`config.mk`:
```
export PLATFORM = sky130hd
export DESIGN_NAME = ebm_master
export DESIGN_NICKNAME = d
export VERILOG_FILES = /design/src/rtl/ebm_pkg.sv /design/src/rtl/ebm_master.sv
export SDC_FILE = /design/constraint.sdc
export NUM_CORES = 1
export LEC_CHECK = 0
export ABC_AREA = 0
export BUFFER_PORTS_ARGS = -buffer_cell sky130_fd_sc_hd__buf_4
export CAP_MARGIN = 10
export CORE_MARGIN = 4
export CORE_UTILIZATION = 44
export CTS_CLUSTER_SIZE = 8
export DETAILED_ROUTE_END_ITERATION = 16
export GPL_TIMING_DRIVEN = 0
export PLACE_DENSITY_LB_ADDON = 0.3
export RECOVER_POWER = 25
export SLEW_MARGIN = 25
export SYNTH_ARGS = -nofsm -noshare
export SYNTH_HDL_FRONTEND = slang
export SYNTH_SLANG_ARGS = --single-unit
```
`constraint.sdc`:
```
create_clock -name clock -period 2.4 [get_ports clock]
set_input_delay 0.36 -clock clock [delete_from_list [all_inputs] [get_ports clock]]
set_output_delay 0.36 -clock clock [all_outputs]
set_load 0.005 [all_outputs]
```
`src/rtl/ebm_pkg.sv`:
```
/*
  Shared constants and types for the external bus master.
  Assumes a single 40 MHz clock; each state step is half a bus clock period.
*/
// What this block does
// - 24 address outputs, 16-bit two-way data bus, dynamic 8/16-bit port sizing.
// - byte, word, long-word operands; extra bus cycles when one cycle cannot finish.
// - drive address of next (most significant) byte; hold while address strobe asserted.
// - assert address strobe half a clock after the cycle begins.
// - read data captured at the end of the wait step, one step before the strobes are negated.
// - write cycles drive all sixteen data lines regardless of width or size.
// - write data placed half a clock after address strobe.
// - read cycles assert data strobe with address strobe; slave then drives data.
// - write cycles assert data strobe one clock after address strobe.
// - direction changes only at cycle start, only on read/write turn; stable under strobe.
// - size outputs show bytes remaining: 01 byte, 10 word, 11 three, 00 long.
// - three-bit space code valid under strobe: 001,010,101,110, and 7 for control space.
// - supervisor/user from status bit; program/data from addressing mode and instruction.
// - all port widths use asynchronous cycles ended by the port width acknowledge.
// - cycle start and active marks let chip-select logic follow external transfers.
// - bus fault input ends an improperly terminated cycle; the cycle counts as failed.
package ebm_pkg;
  localparam int ADDR_W = 24;
  localparam int DATA_W = 16;
  localparam int OPND_W = 32;
  localparam logic [2:0] LEN_BYTE = 3'h1;
  localparam logic [2:0] LEN_WORD = 3'h2;
  localparam logic [2:0] LEN_LONG = 3'h4;
  localparam logic [1:0] ACK_WAIT = 2'h3;
  localparam logic [1:0] ACK_PORT8 = 2'h2;
  localparam logic [1:0] ACK_PORT16 = 2'h1;
  localparam logic [2:0] SPACE_CTRL = 3'h7;
  localparam logic [2:0] STEP_ONE = 3'h1;
  localparam logic [2:0] STEP_TWO = 3'h2;
  typedef enum logic [5:0] {
    ST_IDLE = 6'h01,
    ST_START = 6'h02,
    ST_ASRT = 6'h04,
    ST_DRIVE = 6'h08,
    ST_WAIT = 6'h10,
    ST_NEG = 6'h20
  } ebm_state_t;
endpackage

```
`src/rtl/ebm_master.sv`:
```
/*
  External asynchronous bus master with dynamic 8/16-bit port sizing.
  Assumes req is only raised while busy is low; pins are asynchronous to clock.
*/
`timescale 1ns/1ps
module ebm_master (
  input wire logic clock,
  input wire logic srst,
  input wire logic req,
  input wire logic [ebm_pkg::ADDR_W-1:0] req_addr,
  input wire logic req_write,
  input wire logic [2:0] req_len,
  input wire logic [ebm_pkg::OPND_W-1:0] req_wdata,
  input wire logic req_supervisor,
  input wire logic req_program,
  input wire logic req_ctrl_space,
  output logic busy,
  output logic done,
  output logic fault,
  output logic [ebm_pkg::OPND_W-1:0] rdata,
  output logic [ebm_pkg::ADDR_W-1:0] addr,
  output logic address_strobe_n,
  output logic data_strobe_n,
  output logic read_write,
  output logic [1:0] transfer_size_code,
  output logic [2:0] space_code,
  output logic [ebm_pkg::DATA_W-1:0] data_out,
  output logic data_oe,
  input wire logic [ebm_pkg::DATA_W-1:0] data_in,
  input wire logic [1:0] port_width_ack_n,
  input wire logic bus_fault_n,
  output logic cycle_start,
  output logic cycle_active
);
  ebm_pkg::ebm_state_t state;
  logic [1:0] ack_m, ack_s;
  logic fault_m, fault_s;
  logic [ebm_pkg::DATA_W-1:0] din_m, din_s;
  logic [2:0] remaining;
  logic [ebm_pkg::OPND_W-1:0] op_shift;
  logic [2:0] step;
  logic [2:0] step_q;
  logic acked;
  logic op_write_q;

  // pins are asynchronous: two flops before use
  always_ff @(posedge clock) begin
    ack_m <= port_width_ack_n;
    ack_s <= ack_m;
    fault_m <= bus_fault_n;
    fault_s <= fault_m;
    din_m <= data_in;
    din_s <= din_m;
  end

  assign acked = (ack_s == ebm_pkg::ACK_PORT8) || (ack_s == ebm_pkg::ACK_PORT16);

  // bytes moved this cycle, from port width and byte offset
  always_comb begin
    if (ack_s == ebm_pkg::ACK_PORT8 || addr[0] || remaining == ebm_pkg::STEP_ONE) begin
      step = ebm_pkg::STEP_ONE;
    end else begin
      step = ebm_pkg::STEP_TWO;
    end
  end

  always_ff @(posedge clock) begin
    if (srst) begin
      state <= ebm_pkg::ST_IDLE;
    end else begin
      unique case (state)
        ebm_pkg::ST_IDLE: begin
          if (req) begin
            state <= ebm_pkg::ST_START;
          end
        end
        ebm_pkg::ST_START: state <= ebm_pkg::ST_ASRT;
        ebm_pkg::ST_ASRT: state <= ebm_pkg::ST_DRIVE;
        ebm_pkg::ST_DRIVE: state <= ebm_pkg::ST_WAIT;
        ebm_pkg::ST_WAIT: begin
          if (!fault_s || acked) begin
            state <= ebm_pkg::ST_NEG;
          end
        end
        ebm_pkg::ST_NEG: begin
          if (remaining == 3'h0 || fault) begin
            state <= ebm_pkg::ST_IDLE;
          end else begin
            state <= ebm_pkg::ST_START;
          end
        end
      endcase
    end
  end

  // operand bookkeeping, address and direction
  always_ff @(posedge clock) begin
    if (srst) begin
      remaining <= 3'h0;
      step_q <= 3'h0;
      op_shift <= '0;
      addr <= '0;
      read_write <= 1'b1;
      transfer_size_code <= 2'h0;
      space_code <= 3'h0;
    end else if (state == ebm_pkg::ST_IDLE && req) begin
      remaining <= req_len;
      op_shift <= req_wdata << (8 * (4 - int'(req_len)));
      addr <= req_addr;
      if (req_ctrl_space) begin
        space_code <= ebm_pkg::SPACE_CTRL;
      end else begin
        space_code <= {req_supervisor, req_program, !req_program};
      end
    end else if (state == ebm_pkg::ST_START) begin
      read_write <= !op_write_q;
      transfer_size_code <= remaining[1:0];
    end else if (state == ebm_pkg::ST_WAIT && fault_s && acked) begin
      remaining <= remaining - step;
      op_shift <= op_shift << (8 * int'(step));
      step_q <= step;
    end else if (state == ebm_pkg::ST_NEG && !fault) begin
      // address moves only as the strobe is released
      addr <= addr + ebm_pkg::ADDR_W'(step_q);
    end
  end

  always_ff @(posedge clock) begin
    if (srst) begin
      op_write_q <= 1'b0;
    end else if (state == ebm_pkg::ST_IDLE && req) begin
      op_write_q <= req_write;
    end
  end

  // strobes and data drive
  always_ff @(posedge clock) begin
    if (srst) begin
      address_strobe_n <= 1'b1;
      data_strobe_n <= 1'b1;
      data_oe <= 1'b0;
      data_out <= '0;
    end else begin
      unique case (state)
        ebm_pkg::ST_ASRT: begin
          address_strobe_n <= 1'b0;
          if (!op_write_q) begin
            data_strobe_n <= 1'b0;
          end
        end
        ebm_pkg::ST_DRIVE: begin
          if (op_write_q) begin
            data_oe <= 1'b1;
            if (addr[0]) begin
              data_out <= {op_shift[31:24], op_shift[31:24]};
            end else begin
              data_out <= op_shift[31:16];
            end
          end
        end
        ebm_pkg::ST_WAIT: begin
          if (op_write_q) begin
            data_strobe_n <= 1'b0;
          end
        end
        ebm_pkg::ST_NEG: begin
          address_strobe_n <= 1'b1;
          data_strobe_n <= 1'b1;
          data_oe <= 1'b0;
        end
        default: begin
        end
      endcase
    end
  end

  // read capture and completion
  always_ff @(posedge clock) begin
    if (srst) begin
      rdata <= '0;
      fault <= 1'b0;
      done <= 1'b0;
      busy <= 1'b0;
      cycle_start <= 1'b0;
      cycle_active <= 1'b0;
    end else begin
      done <= 1'b0;
      cycle_start <= (state == ebm_pkg::ST_START);
      cycle_active <= (state == ebm_pkg::ST_START) || (state == ebm_pkg::ST_ASRT) ||
                      (state == ebm_pkg::ST_DRIVE) || (state == ebm_pkg::ST_WAIT);
      if (state == ebm_pkg::ST_IDLE && req) begin
        busy <= 1'b1;
        fault <= 1'b0;
        rdata <= '0;
      end
      if (state == ebm_pkg::ST_WAIT && !fault_s) begin
        fault <= 1'b1;
      end else if (state == ebm_pkg::ST_WAIT && acked && !op_write_q) begin
        if (step == ebm_pkg::STEP_TWO) begin
          rdata <= {rdata[15:0], din_s};
        end else if (ack_s == ebm_pkg::ACK_PORT16 && addr[0]) begin
          rdata <= {rdata[23:0], din_s[7:0]};
        end else begin
          rdata <= {rdata[23:0], din_s[15:8]};
        end
      end
      if (state == ebm_pkg::ST_NEG && (remaining == 3'h0 || fault)) begin
        done <= 1'b1;
        busy <= 1'b0;
      end
    end
  end

  as_after_start_a: assert property (@(posedge clock) disable iff (srst)
    cycle_start |=> $fell(address_strobe_n)) else $error("strobe not one step after start");
  addr_hold_a: assert property (@(posedge clock) disable iff (srst)
    !address_strobe_n && !$past(address_strobe_n) |-> $stable(addr) && $stable(space_code))
    else $error("address moved under strobe");
  read_ds_a: assert property (@(posedge clock) disable iff (srst)
    $fell(address_strobe_n) && read_write |-> $fell(data_strobe_n)) else $error("read data strobe late");
  write_ds_a: assert property (@(posedge clock) disable iff (srst)
    $fell(address_strobe_n) && !read_write |-> data_strobe_n ##1 data_strobe_n ##1 !data_strobe_n)
    else $error("write data strobe not one clock after address strobe");
  write_data_a: assert property (@(posedge clock) disable iff (srst)
    $fell(address_strobe_n) && !read_write |-> !data_oe ##1 data_oe) else $error("write data not half clock late");
  full_drive_a: assert property (@(posedge clock) disable iff (srst)
    data_oe |-> !read_write && !address_strobe_n) else $error("data driven outside write");
  dir_stable_a: assert property (@(posedge clock) disable iff (srst)
    !address_strobe_n |-> $stable(read_write) && $stable(transfer_size_code)) else $error("direction moved");
  size_code_a: assert property (@(posedge clock) disable iff (srst)
    $fell(address_strobe_n) |-> transfer_size_code == remaining[1:0]) else $error("size code wrong");
  strobe_neg_a: assert property (@(posedge clock) disable iff (srst)
    state == ebm_pkg::ST_NEG |=> address_strobe_n && data_strobe_n) else $error("strobes not negated");
  fault_end_a: assert property (@(posedge clock) disable iff (srst)
    state == ebm_pkg::ST_WAIT && !fault_s |=> ##1 done && fault) else $error("fault not reported");
  long_read_c: cover property (@(posedge clock) disable iff (srst)
    state == ebm_pkg::ST_IDLE && req && !req_write && req_len == ebm_pkg::LEN_LONG);
  write_c: cover property (@(posedge clock) disable iff (srst) done && !fault && op_write_q);
  fault_c: cover property (@(posedge clock) disable iff (srst) done && fault);
endmodule

```
==> summary.txt <==
Pwr
  • Sw Pwr: 1.87 mW
  • VDD IR max: 0.546 mV
  • Switch share: 28.3%
  • Power share of the combinational group: 15.3%
  • Cell area power density: 683 mW/mm²
  • Cell leakage power: 3.90 nW
  • Proportion of power drawn by flip-flops and latches: 46.2%
  • Clock network power share: 38.6%
  • Internal power contribution: 4.75 mW

Worst setup path
  • Signal arrival time at the worst endpoint: 2.61 ns
  • Crit path cell chain: ha_2 -> inv_1 -> fa_2 -> nor2b_2 -> or3b_1 -> buf_6 -> nor4_4 -> xnor2_1 -> a211oi_2
  • Worst Setup End Kind: flip-flop
  • Slowest stage cell, crit path: dfxtp_4
  • Crit path launch type: flip-flop
  • R2r setup slk: 0.08 ns
  • CP max stage delay: 0.38 ns
  • Top fanout value on the critical path: 6
  • Required time of the critical path: 2.69 ns
  • Start-to-end type of the worst setup path: flip-flop to flip-flop

STA
  • Hold Fails Final Rpt: 0
  • Post-Route Skew: 0.00934 ns
  • Final critical-path required period: 2.32 ns
  • Actual transition at the worst max-transition pin: 0.686 ns
  • Ratio of final minimum period to clock period: 96.5%
  • Setup slack after layout: 0.0838 ns
  • Setup-failing EPs final: 0
  • Setup repair after global routing missed its margin: yes
  • Max-slew headroom: 54.3%
  • Highest clock frequency the design can meet: 432 MHz
  • Hold slack final: 0.0496 ns
  • Max-slew violation count: 0

Layout
  • Final #Nets: 1121
  • Commonest cells after routing, fill and taps aside: 164 x dfxtp_1, 128 x buf_4, 107 x nand2_1
  • Commonest non-fill, non-tap cell in the layout: dfxtp_1
  • Filler instances: 1514
  • Count of inserted antenna diode cells: 0
  • Final std cells w/o fill: 1261
  • Final instance area: 0.00969 mm²
  • Layout overhead on the synthesized area: 30.5%
  • Share of post-route cells with drive strength above 1: 26.0%

Placed design
  • Post-placement cell area: 0.00898 mm²
  • Detailed Place HPWL: 17000 µm
  • Worst setup slack before clock tree synthesis: -0.526 ns
  • Inst Count DP: 1234
  • Final weighted congestion of routability-driven global placement: 0.877
  • Count of input and output buffers: 169

Route
  • Count of routing violations after the opening detailed-route iteration: 520
  • Number of iterations in the first detailed-routing pass: 5
  • Antenna-violating nets left: 0
  • Routed wire length: 22300 µm
  • Total DRC errors in the routed layout: 0
  • Wire length per cell: 17.7 µm
  • Routed vias: 7001
  • Post-DR vias/cell: 5.55

Die
  • X dimension of the die: 138 µm
  • Initial core utilization: 44.8%
  • Floorplan row count: 47
  • Height of the chip: 138 µm
  • Placeable core region: 0.0166 mm²
  • Die outline area: 0.0190 mm²
  • Top-level port count: 171

Clocking
  • Clock-pin slew on the worst setup and hold paths: 0.07 ns
  • Root buffer cell: clkbuf_16
  • Clock insertion delay at the later pin of the skew report: 0.43 ns
  • # clock sinks: 168
  • Max Root-Sink Buffers: 2
  • TritonCTS clock tree: built
  • Number of buffers inserted during clock tree synthesis: 17
  • Count of H-tree levels built during CTS: 4

Synthesis
  • Distinct cell type count after synthesis: 53
  • Warnings, synthesis: 0
  • Proportion of synthesized chip area in sequential cells: 45.3%
  • Number of synthesized register bits: 168
  • Total nets after synthesis: 938
  • Number of synthesized flops with an enable pin: 0
  • Netlist area before placement: 0.00743 mm²
  • Post-synthesis cell count: 845
  • Mean post-synth cell area: 8.79 µm²
  • Ys async rst share: 0%
  • Primary FF master, synth: dfxtp_1

Job
  • Number of maximum-capacitance constraint violations: 0

Global route
  • Total routing resource utilization after global routing: 23.2%
  • Number of antenna violations at the first check in global routing: 0
  • Total congestion overflow after global routing: 0
  • Pin count of the biggest net entering global routing: 20
  • Number of global-route vias before repair: 6620
  • First-pass GRT wire length: 34300 µm

Hold path
  • Path category of the worst min-delay check: primary input to flip-flop

Status
  • Outcome: finished, final reports clean
-- cell usage after synthesis (all sizes together) (10+ instances only) --
cell | instances | share of area (%)
xnor2 | 17 | 2.0
nor2 | 87 | 4.4
o211ai | 10 | 1.0
a21oi | 67 | 4.5
dfxtp | 168 | 45
nor3 | 34 | 2.4
a311oi | 11 | 1.3
buf | 12 | 0.72
mux2 | 32 | 4.9
a211oi | 30 | 3.5
clkbuf | 53 | 2.7
mux2i | 16 | 2.2
inv | 14 | 0.71
nand3 | 39 | 2.6
o21ai | 24 | 1.6
a221oi | 16 | 1.9
nand2 | 107 | 5.4
-- cells by family after synthesis --
logic type | share of synthesized area [%]
DFF | 45.3
muxes | 7.01
adders and majority gates | 1.55
xor gates and xnor gates | 2.48
buffers and inverters | 4.21
and+or+nand+nor | 20.7
AOI/OAI and AO/OA | 18.8
-- path summary, 6_finish.rpt --
| kind | from | end | cells after the start |
|---|---|---|---|
| max reg2reg | addr[0] | addr[22] | 9 |
| max | addr[0] | addr[22] | 9 |
| min | data_in[0] | din_m[0] | 1 |
| min reg2reg | din_m[4] | din_s[4] | 0 |
-- through the flow --
step                      utilization [%]  TNS [ns]  power [mW]
final                                58.5         0        6.62
after global routing                 58.5   -0.0104        6.88
after CTS                            58.2         0        6.64
after detailed placement             54.1    -29.50        4.06
after global placement               54.1    -28.07        4.05
after floorplan                         -         0        3.66
-- critical path, delay by kind of cell, from the launching register on --
family                     cells  cell delay [ns]
DFF                            1             0.38
xor gates and xnor gates       1             0.17
AOI/OAI and AO/OA              1             0.08
buffers and inverters          2             0.21
adders and majority gates      2             0.53
and+or+nand+nor                3             0.79
-- timing repair --
action	in CTS	in global routing
resized for setup	35	42
pin swaps	2	3
setup endpoints to repair	110	89
buffers inserted	1	0
hold buffers	0	0
-- registers in the layout, indices dropped and copies added, names as in the netlist, 2 cells and up --
register	count
op_shift	32
rdata	32
addr	24
data_out	16
din_m	16
din_s	16
state	6
remaining	3
space_code	3
ack_m	2
ack_s	2
step_q	2
transfer_size_code	2
-- layer usage --
metal	track usage, %	routed length [µm]	up-vias
met5	0	0	-
met2	37.0	10200	263
met4	8.89	673	0
met3	5.41	1580	44
met1	30.6	9800	3283
li1	-	-	3411
-- power by group through the flow --
stage	Clock (mW)	Combinational [mW]	Sequential, mW
floorplan	0	0.578	3.08
global placement	0	0.943	3.11
detailed placement	0	0.956	3.11
CTS	2.59	1.00	3.05
global route	2.70	1.11	3.07
finish	2.55	1.01	3.06
-- final cells by class --
cell class	count	area [µm²]	share of cell area, %
clock inverter	13	109	1.12
clock buffer	19	433	4.47
buffer	59	317	3.27
sequential	168	3370	34.8
timing repair buffer	170	1250	12.9
multi-input combinational	596	3880	40.1
tap	220	275	2.84
inverter	16	60.1	0.620
Power figures use the tool's default switching activity.
